$ cat config.mk
export PLATFORM = sky130hd
export DESIGN_NAME = bmm_core
export DESIGN_NICKNAME = d
export VERILOG_FILES = /design/src/hw/bmm_pkg.sv /design/src/hw/bmm_core.sv
export SDC_FILE = /design/constraint.sdc
export NUM_CORES = 2
export LEC_CHECK = 0
export ABC_CLOCK_PERIOD_IN_PS = 5900
export BUFFER_PORTS_ARGS = -buffer_cell sky130_fd_sc_hd__buf_2
export CAP_MARGIN = 20
export CELL_PAD_IN_SITES_DETAIL_PLACEMENT = 0
export CELL_PAD_IN_SITES_GLOBAL_PLACEMENT = 1
export CORE_MARGIN = 3
export CORE_UTILIZATION = 53
export CTS_CLUSTER_DIAMETER = 30
export CTS_CLUSTER_SIZE = 30
export DETAILED_ROUTE_END_ITERATION = 8
export PLACE_DENSITY = 0.91
export SYNTH_ARGS = -nofsm -noshare
export SYNTH_HDL_FRONTEND = slang
export SYNTH_SLANG_ARGS = --single-unit
$ cat constraint.sdc
create_clock -name clk -period 5.9 [get_ports clk]
set_input_delay 1.18 -clock clk [delete_from_list [all_inputs] [get_ports clk]]
set_output_delay 1.18 -clock clk [all_outputs]
set_load 0.005 [all_outputs]
$ cat src/hw/bmm_pkg.sv
// package: constants and types for the banked memory map block
package bmm_pkg;
   // program memory and counter
   localparam int unsigned PC_W          = 13;             // program counter width
   localparam logic [12:0] RESET_VECTOR  = 13'h0000;       // fetch start after reset
   localparam logic [12:0] INT_VECTOR    = 13'h0004;       // fetch target on interrupt
   localparam logic [12:0] TOP_2K        = 13'h07ff;       // top address, 2K variant
   localparam logic [12:0] TOP_4K        = 13'h0fff;       // top address, 4K variant
   localparam logic [12:0] TOP_8K        = 13'h1fff;       // top address, 8K variant
   // data memory map, offsets within a bank
   localparam logic [6:0]  OFS_INDIRECT  = 7'h00;          // indirect access port
   localparam logic [6:0]  OFS_PCL       = 7'h02;          // program counter low
   localparam logic [6:0]  OFS_STATUS    = 7'h03;          // status flags
   localparam logic [6:0]  OFS_POINTER   = 7'h04;          // indirect pointer
   localparam logic [6:0]  OFS_PCLATCH   = 7'h0a;          // pc upper latch
   localparam logic [6:0]  OFS_INTCTL    = 7'h0b;          // interrupt control
   localparam logic [6:0]  OFS_GPR_BASE  = 7'h20;          // first general purpose byte
   localparam int unsigned BANK_BYTES    = 128;            // bytes per bank
   localparam int unsigned GPR_BANKS     = 2;              // banks holding general ram
   localparam int unsigned GPR_BYTES     = 96;             // general bytes per bank
   // status field positions
   localparam int unsigned BANK_LO_POS   = 5;              // bank_select_low
   localparam int unsigned BANK_HI_POS   = 6;              // bank_select_high
   localparam int unsigned IRP_POS       = 7;              // indirect bank high bit
   // reset values
   localparam logic [7:0]  STATUS_RST    = 8'h18;          // status after reset
   localparam logic [7:0]  ZERO_RST      = 8'h00;          // other registers after reset
   // pipeline phase states
   typedef enum logic [1:0] {PH_ONE, PH_TWO, PH_THREE, PH_FOUR} bmm_phase_t;
endpackage

$ cat src/hw/bmm_core.sv
// module: data memory map, program counter and fetch pipeline of the core
// Function
// - one cycle per instruction, branches two
// - branch flushes prefetched instruction as no-op
// - thirteen bit program counter, 8K space
// - program memory spans zero to variant top
// - fetches above top wrap by masking
// - reset loads reset vector into counter
// - interrupt redirects fetch to fixed vector
// - two status bits select data bank
// - bank spans 128 bytes, offset plus bank
// - low offsets special registers, above general ram in banks 0 and 1
// - banks hold special registers, all mirrored in every bank
// - direct or pointer indirect register access
// - pc upper latch mirrored at 0Ah, 8Ah
// - interrupt control mirrored at 0Bh, 8Bh
// - unimplemented data locations read as zero
// - clock divided into four phases, pc increments first
// - operand read phase two, write phase four
`timescale 1ns/1ps
`default_nettype none
module bmm_core
   import bmm_pkg::*;
#(
   parameter logic [12:0] PROG_TOP = 13'h1fff             // variant top address
) (
   input  wire logic        clk,                          // 125 MHz clock
   input  wire logic        rst_n,                        // synchronous reset, low
   // execute side, from the instruction core
   input  wire logic        ex_branch,                    // executing instruction changes flow
   input  wire logic [12:0] ex_target,                    // branch target address
   input  wire logic        ex_int_take,                  // interrupt accepted
   input  wire logic        ex_direct,                    // 1 direct address, 0 indirect through the pointer
   input  wire logic [6:0]  ex_addr,                      // direct offset within bank
   input  wire logic        ex_wr,                        // write destination
   input  wire logic [7:0]  ex_wdata,                     // destination data
   input  wire logic [13:0] prog_rdata,                   // fetched instruction word
   // to the core and program memory
   output logic [12:0]      prog_addr,                    // fetch address
   output logic             prog_rd,                      // fetch strobe, phase four
   output logic [13:0]      instr_q,                      // instruction register
   output logic             instr_nop,                    // executing a flushed slot
   output logic [7:0]       op_rdata,                     // operand read in phase two
   output logic [1:0]       phase,                        // current phase
   output logic [7:0]       status_o                      // status flags
);
   bmm_phase_t  ph_q;                                     // phase counter
   logic [12:0] pc_q;                                     // program counter
   logic [12:0] fetch_q;                                  // address of prefetch
   logic        flush_q;                                  // executing slot is a forced no-op
   logic [7:0]  status_q, pointer_q, pclatch_q, intctl_q; // shared special registers
   logic [7:0]  gpr_q [GPR_BANKS][GPR_BYTES];             // general purpose ram
   logic [13:0] instr_r;                                  // instruction register
   logic        nop_r;                                    // flushed slot flag
   logic [7:0]  rdata_r;                                  // operand register
   logic [12:0] paddr_r;                                  // program address register
   logic        prd_r;                                    // fetch strobe register
   logic [8:0]  eff_addr;                                 // bank plus offset
   logic [12:0] pc_mask;                                  // variant wrap mask

   assign pc_mask = PROG_TOP;

   // effective address: direct uses bank bits, indirect the pointer
   function automatic logic [8:0] eff_calc(input logic dir, input logic [6:0] a,
                                           input logic [7:0] st, input logic [7:0] ptr);
      if (dir && a != OFS_INDIRECT)
         eff_calc = {st[BANK_HI_POS], st[BANK_LO_POS], a};
      else
         eff_calc = {st[IRP_POS], ptr};
   endfunction

   // map lookup: a zero read for any hole in the map
   function automatic logic [7:0] map_read(input logic [8:0] ea, input logic [7:0] st,
                                           input logic [7:0] ptr, input logic [7:0] lat,
                                           input logic [7:0] ic, input logic [12:0] pc,
                                           input logic [7:0] g0, input logic [7:0] g1);
      logic [6:0] o;
      o = ea[6:0];
      if (o == OFS_INDIRECT)
         map_read = 8'h00;                                 // pointer to itself reads zero
      else if (o == OFS_PCL)
         map_read = pc[7:0];
      else if (o == OFS_STATUS)
         map_read = st;
      else if (o == OFS_POINTER)
         map_read = ptr;
      else if (o == OFS_PCLATCH)
         map_read = lat;
      else if (o == OFS_INTCTL)
         map_read = ic;
      else if (o >= OFS_GPR_BASE && ea[8:7] == 2'b00)
         map_read = g0;
      else if (o >= OFS_GPR_BASE && ea[8:7] == 2'b01)
         map_read = g1;
      else
         map_read = 8'h00;
   endfunction

   logic [6:0] gidx;                                      // general ram index
   logic       gpr_hit;                                   // general ram access
   logic       is_wr_phase;                               // destination write slot
   assign eff_addr    = eff_calc(ex_direct, ex_addr, status_q, pointer_q);
   assign gidx        = eff_addr[6:0] - OFS_GPR_BASE;
   assign gpr_hit     = eff_addr[6:0] >= OFS_GPR_BASE && !eff_addr[8];
   assign is_wr_phase = ph_q == PH_FOUR && ex_wr && !flush_q;

   // phase counter: clock divided by four
   always_ff @(posedge clk) begin
      if (!rst_n) begin
         ph_q <= PH_ONE;
      end else begin
         case (ph_q)
            PH_ONE:   ph_q <= PH_TWO;
            PH_TWO:   ph_q <= PH_THREE;
            PH_THREE: ph_q <= PH_FOUR;
            default:  ph_q <= PH_ONE;
         endcase
      end
   end

   // program counter: increments in phase one, redirected by flow change
   always_ff @(posedge clk) begin
      if (!rst_n) begin
         pc_q    <= RESET_VECTOR;
         fetch_q <= RESET_VECTOR;
         // the first slot after reset holds no fetched word, so it runs empty;
         // this keeps flush_q and instr_nop telling the same story from reset on
         flush_q <= 1'b1;
      end else begin
         case (ph_q)
            PH_ONE: begin
               fetch_q <= pc_q & pc_mask;
               pc_q    <= (pc_q + 13'h0001) & pc_mask;
            end
            PH_FOUR: begin
               if (ex_int_take && !flush_q) begin
                  pc_q    <= INT_VECTOR;
                  flush_q <= 1'b1;
               end else if (ex_branch && !flush_q) begin
                  pc_q    <= ex_target & pc_mask;
                  flush_q <= 1'b1;
               end else if (is_wr_phase && ex_direct && ex_addr == OFS_PCL) begin
                  pc_q    <= {pclatch_q[4:0], ex_wdata} & pc_mask; // written low byte
                  flush_q <= 1'b1;
               end else begin
                  flush_q <= 1'b0;
               end
            end
            default: ;
         endcase
      end
   end

   // fetch strobe and instruction register, fetched word latched in phase four
   always_ff @(posedge clk) begin
      if (!rst_n) begin
         paddr_r <= RESET_VECTOR;
         prd_r   <= 1'b0;
         instr_r <= 14'h0000;
         nop_r   <= 1'b1;
      end else begin
         prd_r   <= ph_q == PH_THREE;
         paddr_r <= fetch_q;
         if (ph_q == PH_FOUR) begin
            instr_r <= prog_rdata;
            // next slot runs empty only after a flow change taken in a live slot;
            // a flushed slot cannot start a second flush behind it
            nop_r   <= !flush_q && (ex_int_take || ex_branch ||
                                    (is_wr_phase && ex_direct && ex_addr == OFS_PCL));
         end
      end
   end

   // operand read in phase two
   always_ff @(posedge clk) begin
      if (!rst_n) begin
         rdata_r <= ZERO_RST;
      end else if (ph_q == PH_TWO) begin
         rdata_r <= map_read(eff_addr, status_q, pointer_q, pclatch_q, intctl_q, pc_q,
                             gpr_q[0][gpr_hit ? gidx : 7'h00],
                             gpr_q[1][gpr_hit ? gidx : 7'h00]);
      end
   end

   // special register writes in phase four; shared registers decode in any bank
   always_ff @(posedge clk) begin
      if (!rst_n) begin
         status_q  <= STATUS_RST;
         pointer_q <= ZERO_RST;
         pclatch_q <= ZERO_RST;
         intctl_q  <= ZERO_RST;
      end else if (is_wr_phase) begin
         if (eff_addr[6:0] == OFS_STATUS)
            status_q <= ex_wdata;
         else if (eff_addr[6:0] == OFS_POINTER)
            pointer_q <= ex_wdata;
         else if (eff_addr[6:0] == OFS_PCLATCH)
            pclatch_q <= ex_wdata;
         else if (eff_addr[6:0] == OFS_INTCTL)
            intctl_q <= ex_wdata;
      end
   end

   // general purpose ram: holes beyond bank one are not stored
   always_ff @(posedge clk) begin
      if (is_wr_phase && gpr_hit && gidx < 7'(GPR_BYTES))
         gpr_q[eff_addr[7]][gidx] <= ex_wdata;
   end

   assign prog_addr = paddr_r;
   assign prog_rd   = prd_r;
   assign instr_q   = instr_r;
   assign instr_nop = nop_r;
   assign op_rdata  = rdata_r;
   assign phase     = ph_q;
   assign status_o  = status_q;

   // checks
   pc_reset_a: assert property (@(posedge clk) !rst_n |=> pc_q == RESET_VECTOR)
      else $error("pc not at reset vector");
   phase_seq_a: assert property (@(posedge clk) disable iff (!rst_n)
      ph_q == PH_ONE |=> ph_q == PH_TWO ##1 ph_q == PH_THREE ##1 ph_q == PH_FOUR)
      else $error("phase order broken");
   pc_inc_a: assert property (@(posedge clk) disable iff (!rst_n)
      ph_q == PH_ONE |=> pc_q == (($past(pc_q) + 13'h0001) & pc_mask))
      else $error("pc did not step");
   pc_wrap_a: assert property (@(posedge clk) disable iff (!rst_n) (pc_q & ~pc_mask) == 13'h0)
      else $error("pc above top");
   int_vec_a: assert property (@(posedge clk) disable iff (!rst_n)
      ph_q == PH_FOUR && ex_int_take && !flush_q |=> pc_q == INT_VECTOR)
      else $error("interrupt vector missed");
   branch_nop_a: assert property (@(posedge clk) disable iff (!rst_n)
      ph_q == PH_FOUR && ex_branch && !flush_q |=> instr_nop ##4 !instr_nop)
      else $error("flush slot wrong");
   status_mirror_a: assert property (@(posedge clk) disable iff (!rst_n)
      is_wr_phase && eff_addr[6:0] == OFS_STATUS |=> status_q == $past(ex_wdata))
      else $error("status write lost");
   hole_zero_a: assert property (@(posedge clk) disable iff (!rst_n)
      ph_q == PH_TWO && eff_addr[8] && eff_addr[6:0] >= OFS_GPR_BASE |=> op_rdata == 8'h00)
      else $error("hole not zero");
   // pointer keeps the written byte
   ptr_write_a: assert property (@(posedge clk) disable iff (!rst_n)
      is_wr_phase && eff_addr[6:0] == OFS_POINTER |=> pointer_q == $past(ex_wdata))
      else $error("pointer write lost");
   // upper latch shared by all four banks
   latch_write_a: assert property (@(posedge clk) disable iff (!rst_n)
      is_wr_phase && eff_addr[6:0] == OFS_PCLATCH |=> pclatch_q == $past(ex_wdata))
      else $error("latch write lost");
   // interrupt control shared by all four banks
   intctl_write_a: assert property (@(posedge clk) disable iff (!rst_n)
      is_wr_phase && eff_addr[6:0] == OFS_INTCTL |=> intctl_q == $past(ex_wdata))
      else $error("interrupt control write lost");
   // a flush lasts exactly one slot
   flush_clear_a: assert property (@(posedge clk) disable iff (!rst_n)
      ph_q == PH_FOUR && flush_q |=> !flush_q)
      else $error("flush not cleared");
   // a flushed slot leaves the status untouched
   flush_write_a: assert property (@(posedge clk) disable iff (!rst_n)
      ph_q == PH_FOUR && flush_q |=> status_q == $past(status_q))
      else $error("flushed slot wrote");
   // fetch strobe stands exactly in phase four
   fetch_strobe_a: assert property (@(posedge clk) disable iff (!rst_n)
      prd_r == (ph_q == PH_FOUR))
      else $error("fetch strobe misplaced");
   // fetch address taken from the counter in phase one
   fetch_addr_a: assert property (@(posedge clk) disable iff (!rst_n)
      ph_q == PH_ONE |=> fetch_q == $past(pc_q))
      else $error("fetch address wrong");
   // program address stands while the strobe is up
   paddr_hold_a: assert property (@(posedge clk) disable iff (!rst_n)
      prd_r |-> prog_addr == fetch_q)
      else $error("program address moved");
   // counter only moves in phases one and four
   pc_hold_a: assert property (@(posedge clk) disable iff (!rst_n)
      ph_q == PH_TWO || ph_q == PH_THREE |=> $stable(pc_q))
      else $error("pc moved mid cycle");
   // operand register only loads in phase two
   op_hold_a: assert property (@(posedge clk) disable iff (!rst_n)
      ph_q != PH_TWO |=> $stable(op_rdata))
      else $error("operand moved");
   // no-op flag only changes at the phase four edge
   nop_hold_a: assert property (@(posedge clk) disable iff (!rst_n)
      ph_q != PH_FOUR |=> $stable(instr_nop))
      else $error("nop flag moved");
   // interrupt also empties the prefetched slot
   int_nop_a: assert property (@(posedge clk) disable iff (!rst_n)
      ph_q == PH_FOUR && ex_int_take && !flush_q |=> instr_nop)
      else $error("interrupt slot not flushed");
   // status only changes on a live destination write
   status_hold_a: assert property (@(posedge clk) disable iff (!rst_n)
      !is_wr_phase |=> $stable(status_q))
      else $error("status changed unasked");
   fetch_b_c: cover property (@(posedge clk) disable iff (!rst_n) prd_r ##4 prd_r);
   branch_c:  cover property (@(posedge clk) disable iff (!rst_n) ex_branch && ph_q == PH_FOUR);
   irq_c:     cover property (@(posedge clk) disable iff (!rst_n) ex_int_take && ph_q == PH_FOUR);
   // counter low byte written as a computed jump
   pcl_c:     cover property (@(posedge clk) disable iff (!rst_n)
      is_wr_phase && ex_direct && ex_addr == OFS_PCL);
endmodule
`default_nettype wire

# --- Word level (Yosys, flattened, before mapping) ---
# Memory sizes are Yosys's and may differ from the RTL's.
# Index checks and enable logic that the tools add are counted.
# W data, S select, Z words.
classes:
  add_sub_neg: 2
  n_lt_le_gt_ge: 5
  eq_ne: 11
  n_mux: 28
  bitwise_logic: 5
  reduce_logical: 28
op_table:
  columns: ["operator", "n"]
  rows:
  - ["$mux W768", 1]
  - ["$bmux W8 S7", 2]
  - ["$mux W8", 13]
  - ["$demux W8 S7", 1]
  - ["$mux W13", 3]
  - ["$pmux W13 S2", 1]
  - ["$eq A7 B2 Y1 const B", 3]
  - ["$ge A8 B8 Y1 const B", 2]
  - ["$not A7 Y8", 2]
  - ["$eq A7 B4 Y1 const B", 2]
  - ["$logic_and A1 B1 Y1", 14]
  - ["$add A13 B1 Y13 const B", 1]
  - ["$mux W9", 1]
  - ["$lt A8 B1 Y1 const B", 1]
  - ["$eq A7 B3 Y1 const B", 1]
  - ["$ge A7 B6 Y1 const B", 1]
  - ["$logic_not A7 Y1", 1]
  - ["$lt A7 B7 Y1 const B", 1]
  - ["$mux W7", 1]
  - ["$reduce_bool A7 Y1", 1]
  - ["$sub A7 B6 Y7 const B", 1]
  - ["$pmux W2 S3", 1]
  - ["$reduce_and A5 Y1", 1]
  - ["$eq A2 B1 Y1 const B", 2]
  - ["11 further kinds", 21]
totals:
  register_bits: 98
  ram_bits: 1536
  out_inout_bits: 47
  elab_cells: 93
  n_memories: 1
memory_table:
  columns: ["name", "depth", "width", "rd", "rd_clocked_by_memory_dff", "wr", "line", "text"]
  rows:
  - ["gpr_q", 2, 768, 2, 0, 1, "bmm_core.sv:52", "logic [7:0] gpr_q [GPR_BANKS][GPR_BYTES];"]

# --- Depth between registers and ports, before layout ---
depth:
  depth_word: 18
  ltp_mapped: 19
  depth_no_buf: 14

# --- Worst setup path before layout ---
# Ideal clock, no wire load.
synth_path:
  path_kind: "input -> register"
  startpoint: "input port ex_addr[0]"
  endpoint: "memory gpr_q[1][16] (netlist bit) (enable)"
  setup_ns: 0.370
  arrival_ns: 4.986
  required_ns: 5.530
  path_slack_ns: 0.544
  cell_stages: 16
  cell_sequence: "or4_1 > clkbuf_1 > buf_2 > o21ai_0 > nand2_1 > nand2_1 > inv_1 > ha_1 > buf_1 > nor3_2 > clkbuf_1 > nand2_1 > nor2_1 > clkbuf_1 > nand3_1 > nor2_1"
synth_via:
  elab_chain_len: 10
  word_cells_on_any_way: 18
  cone_classes: "add/sub: 1; order compare: 4; mux: 5; bitwise: 1; reduce/logical: 7"
synth_lines:
  columns: ["element", "line", "text"]
  rows:
  - ["from (decl)", "bmm_core.sv:34", "input wire logic [6:0] ex_addr,"]
  - ["$reduce_bool A7 Y1", "bmm_core.sv:66", "if (dir && a != OFS_INDIRECT)"]
  - ["$logic_and A1 B1 Y1", "bmm_core.sv:66", null]
  - ["$mux W9 *", "bmm_core.sv:66", null]
  - ["$sub A7 B6 Y7", "bmm_core.sv:103", "assign gidx = eff_addr[6:0] - OFS_GPR_BASE;"]
  - ["$not A7 Y8 (implied by the code)", "bmm_core.sv:207", "gpr_q[eff_addr[7]][gidx] <= ex_wdata;"]
  - ["$ge A8 B8 Y1 (implied by the code) / $lt A8 B1 Y1 (equally long branches)", "bmm_core.sv:207", null]
  - ["$logic_and A1 B1 Y1 (implied by the code)", "bmm_core.sv:207", null]
  - ["$mux W8 (implied by the code)", "bmm_core.sv:207", null]
  - ["$demux W8 S7", "bmm_core.sv:207", null]
  - ["$mux W768 (implied by the code)", "bmm_core.sv:207", null]
  - ["to (decl)", "bmm_core.sv:52", null]
# Every way passes the cells marked *; elsewhere a longest branch is shown, timed or not.

# --- Final worst setup path ---
layout_path:
  startpoint: "input port ex_direct"
  endpoint: "register rdata_r[5] (netlist: op_rdata[5])"
layout_via:
  elab_chain_len: 17
  word_cells_on_any_way: 32
  cone_classes: "add/sub: 1; order compare: 1; eq/ne: 6; mux: 16; bitwise: 1; reduce/logical: 7"
layout_lines:
  columns: ["element", "line", "text"]
  rows:
  - ["from (decl)", "bmm_core.sv:33", "input wire logic ex_direct,"]
  - ["$logic_and A1 B1 Y1 *", "bmm_core.sv:66", null]
  - ["$mux W9 *", "bmm_core.sv:66", null]
  - ["$ge A7 B6 Y1 / $logic_not A1 Y1 (equally long branches)", "bmm_core.sv:91, bmm_core.sv:93, bmm_core.sv:104", null]
  - ["$logic_and A1 B1 Y1", "bmm_core.sv:104", "assign gpr_hit = eff_addr[6:0] >= OFS_GPR_BASE && !eff_addr[8];"]
  - ["$mux W7", "bmm_core.sv:180, bmm_core.sv:181", null]
  - ["$not A7 Y8", "bmm_core.sv:180, bmm_core.sv:181", null]
  - ["$bmux W8 S7", "bmm_core.sv:181", "gpr_q[1][gpr_hit ? gidx : 7'h00]);"]
  - ["$mux W8 (2 in a row)", "bmm_core.sv:181", null]
  - ["$mux W8", "bmm_core.sv:93", "else if (o >= OFS_GPR_BASE && ea[8:7] == 2'b01)"]
  - ["$mux W8", "bmm_core.sv:91", "else if (o >= OFS_GPR_BASE && ea[8:7] == 2'b00)"]
  - ["$mux W8", "bmm_core.sv:89", "else if (o == OFS_INTCTL)"]
  - ["$mux W8", "bmm_core.sv:87", "else if (o == OFS_PCLATCH)"]
  - ["$mux W8", "bmm_core.sv:85", "else if (o == OFS_POINTER)"]
  - ["$mux W8", "bmm_core.sv:83", "else if (o == OFS_STATUS)"]
  - ["$mux W8", "bmm_core.sv:81", "else if (o == OFS_PCL)"]
  - ["$mux W8 *", "bmm_core.sv:79", "if (o == OFS_INDIRECT)"]
  - ["to (signal assigned)", "bmm_core.sv:179", "rdata_r <= map_read(eff_addr, status_q, pointer_q, pclatch_q, intctl_q, pc_q,"]
  - ["to (decl)", "bmm_core.sv:55", "logic [7:0] rdata_r;"]
# Every way passes the cells marked *; elsewhere a longest branch is shown, timed or not. The select of a mux whose other input is x is not followed.
# A chain may end at the register's enable or synchronous reset.

==> impl_metrics.toml <==
[outcome]
status = "completed"

[logic_synthesis]
async_flop_share = 0
synth_seq_cells = 1634
yosysWarnings = 0
syn-cell-area_sq_um = 66400
synth_nets = 4975
yosys_most_used_dff = "edfxtp_1"
syn_avg_cell_area_sq_um = 13.5
synth-edff-count = 1536
synth_cell_types = 80
ys_seq_area_frac = 0.724
syn-instance-count = 4918

[floorplan]
initial_utilization = 0.535
core-area_sq_um = 124000
dieHeight_um = 360
die_area_sq_um = 130000
io_pins = 95
rows = 129
fp.dieW_um = 360

[power]
p_seq_frac = 0.400
p_total_uw = 31900
switching_power_uw = 7270
power_leakage_uw = 0.0276
powerDensity_nw_per_um2 = 395
switching_share = 0.228
p_comb_frac = 0.055
intPower_uw = 24600
power.share.clock = 0.545
ir_drop_v = 0.000382

[sta]
setup_slack_ps = 551
fin_setup_tns_ps = 0
slew-limit-headroom = 0.184
final_max_slew_viol_count = 0
hold_viol_final = 0
final-setup-viol-count = 0
tightest_slew_ps = 1220
period_share = 0.907
clock_skew_ps = 62.1
fmax_mhz = 187
min_period_ps = 5350
rsz0062_at_grt = "no"

[clock_tree]
cts_buffers = 307
clk_path_buf_depth = 4
worstSkewPairLatency_ps = 890
cts-resized-gates = 0
hold_buffers = 0
clk_pin_slew_worst_paths_ps = 50
cts_setup_buffers = 0
clock_sinks = 1634
cts-root-buf = "clkbuf_16"
cts_tree = "built"
h-tree-depth = 5

[critical_path]
cp_slowest_cell = "a221oi_1"
end_kind = "flop"
cp-start-kind = "input port"
max_stage_delay_ps = 890
timing.critical_path.cells = "buf_2, o21ai_0, a22oi_1, ha_1, clkinv_1, nand4_1, buf_12, buf_4, a31oi_1, a32oi_1, o211ai_1, a221oi_1, o211a_1, o211ai_1"
critPathArrivalTime_ps = 6100
crit_top_cell = "o211ai_1"
critPathRequiredTime_ps = 6650
worstSetupPathType = "in2reg"
worstPathMaxFanout = 83

[detailed_routing]
via_count = 48600
drc = 0
wl_um = 222000
ant_nets = 0
wire_per_inst_um = 30.9
viasPerCell = 6.77
drt_first_pass_iters = 9
drt_iter0_drc = 8385

[global_route]
grt_pass1_vias = 47200
grt_usage = 0.335
grt_pass1_wl_um = 321000
grt_max_degree = 155
grt_overflow = 0
antenna_found_initial = 11

[run]
maxCapViolations = 0

[cells_and_area]
area_growth_pct = 21.5
final_layout_size_suffix_gt1_frac = 0.181
utilization = 0.650
fin_nets = 5352

[place]
dpl.hpwl_um = 130000
place_congestion = 0.977
io_buffers = 94
place_ws_ps = 12.2

[hold_path]
hold_class = "reg2reg"
-- area by class of cell --
class / instances / area [sq um]
Sequential cell: 1634 / 48100
Inverter: 20 / 75.1
Clock buffer: 339 / 7980
Fill cell: 8283 / 43400
Antenna cell: 9 / 22.5
Tap cell: 1637 / 2050
Clock inverter: 204 / 2260
Timing Repair Buffer: 415 / 3380
Multi-Input combinational cell: 2917 / 16900
-- placed cells by master, fill, tap and decap left out, drive strengths merged, types with 28 or more instances in the layout --
cell,count
edfxtp,1536
nand2,898
buf,415
clkbuf,339
nor2,288
nand3,256
mux2i,188
a31oi,157
o21ai,154
a21oi,141
clkinv,109
dfxtp,98
nor3,63
mux2,62
o221ai,59
a221oi,55
a311oi,53
o22ai,49
inv,49
nor2b,47
or3,43
o211ai,38
bufinv,38
a211oi,31
clkinvlp,28
-- power groups by stage --
stage / Sequential (uW) / Clock [uW] / Combinational [uW]
CTS: 12800 / 17400 / 1690
floorplan: 13000 / 0 / 851
global placement: 13000 / 0 / 1650
detailed placement: 13000 / 0 / 1670
finish: 12800 / 17400 / 1760
global route: 12800 / 18000 / 1810
-- registers in the layout, summed over array words and instances (netlist names) --
name       flops
gpr_q       1536
instr_q       14
fetch_q       13
pc_q          13
prog_addr     13
intctl_q       8
op_rdata       8
pclatch_q      8
pointer_q      8
status_o       8
phase          2
flush_q        1
instr_nop      1
prog_rd        1
-- layer usage --
| metal | vias to the layer above | routed length (um) | GRT usage |
|---|---|---|---|
| met5 | - | 55 | 0 |
| met4 | 8 | 14500 | 0.187 |
| met3 | 909 | 34000 | 0.112 |
| met2 | 4446 | 98400 | 0.506 |
| met1 | 23500 | 74600 | 0.429 |
| li1 | 19700 | - | - |
-- worst max-delay path: cells and delay by family --
family | cells | cell delay, ps
adder cells (fa/ha/maj) | 1 | 690
AO/OA/AOI/OAI | 8 | 2330
buffers and inverters | 4 | 1570
AND/OR/NAND/NOR | 1 | 240
-- cell usage after synthesis, types with 14 or more instances --
cell type | n | share of area
nor2_1 | 288 | 0.016
nand3_1 | 255 | 0.019
a31oi_1 | 157 | 0.015
o211a_1 | 14 | 0.0021
clkbuf_1 | 203 | 0.011
a311oi_1 | 53 | 0.0070
dfxtp_1 | 98 | 0.030
a21oi_1 | 141 | 0.011
or3_1 | 43 | 0.0040
edfxtp_1 | 1536 | 0.69
a2bb2oi_1 | 15 | 0.0020
a32oi_1 | 18 | 0.0024
o211ai_1 | 38 | 0.0043
mux2_2 | 62 | 0.011
buf_1 | 42 | 0.0024
o2111ai_1 | 14 | 0.0018
a21boi_0 | 16 | 0.0018
nand2_1 | 898 | 0.051
mux2i_1 | 188 | 0.028
a211oi_1 | 31 | 0.0035
o22ai_1 | 49 | 0.0046
o221ai_1 | 59 | 0.0078
inv_1 | 17 | 0.00096
and2_1 | 23 | 0.0022
nor3_1 | 60 | 0.0045
a22oi_1 | 14 | 0.0016
o21a_1 | 14 | 0.0016
buf_2 | 83 | 0.0063
a221oi_1 | 55 | 0.0073
nand4_1 | 18 | 0.0017
buf_4 | 17 | 0.0019
o21ai_0 | 147 | 0.011
nor2b_1 | 47 | 0.0044
nor4_1 | 17 | 0.0016
-- kinds of logic after synthesis --
group / share of synthesized area
AND/OR/NAND/NOR: 0.110
buffers and inverters: 0.0234
adder cells (fa/ha/maj): 0.00170
AO/OA/AOI/OAI: 0.102
flip-flops: 0.724
multiplexers: 0.0388
-- worst paths after layout --
| kind | startpoint | end | slack, ps | cells past startpoint |
|---|---|---|---|---|
| setup / recovery | ex_direct | op_rdata[5]$_SDFFE_PN0P_ | 550 | 14 |
| hold reg to reg | fetch_q[9]$_SDFFE_PN0P_ | prog_addr[9]$_SDFF_PN0_ | 410 | 1 |
| setup reg to reg | pointer_q[0]$_SDFFE_PN0P_ | op_rdata[6]$_SDFFE_PN0P_ | 890 | 12 |
| hold / removal | fetch_q[9]$_SDFFE_PN0P_ | prog_addr[9]$_SDFF_PN0_ | 410 | 1 |
-- metrics by stage --
stage                     hold WS [ps]  area (sq um)  std cells
after detailed placement           440         70500       6623
after CTS                          412         80700       7166
after global placement             441         70500       6623
final                              413         80700       7175
after global routing               440         80700       7166
after floorplan                    429         66400       4918
Power figures use the tool's default switching activity.
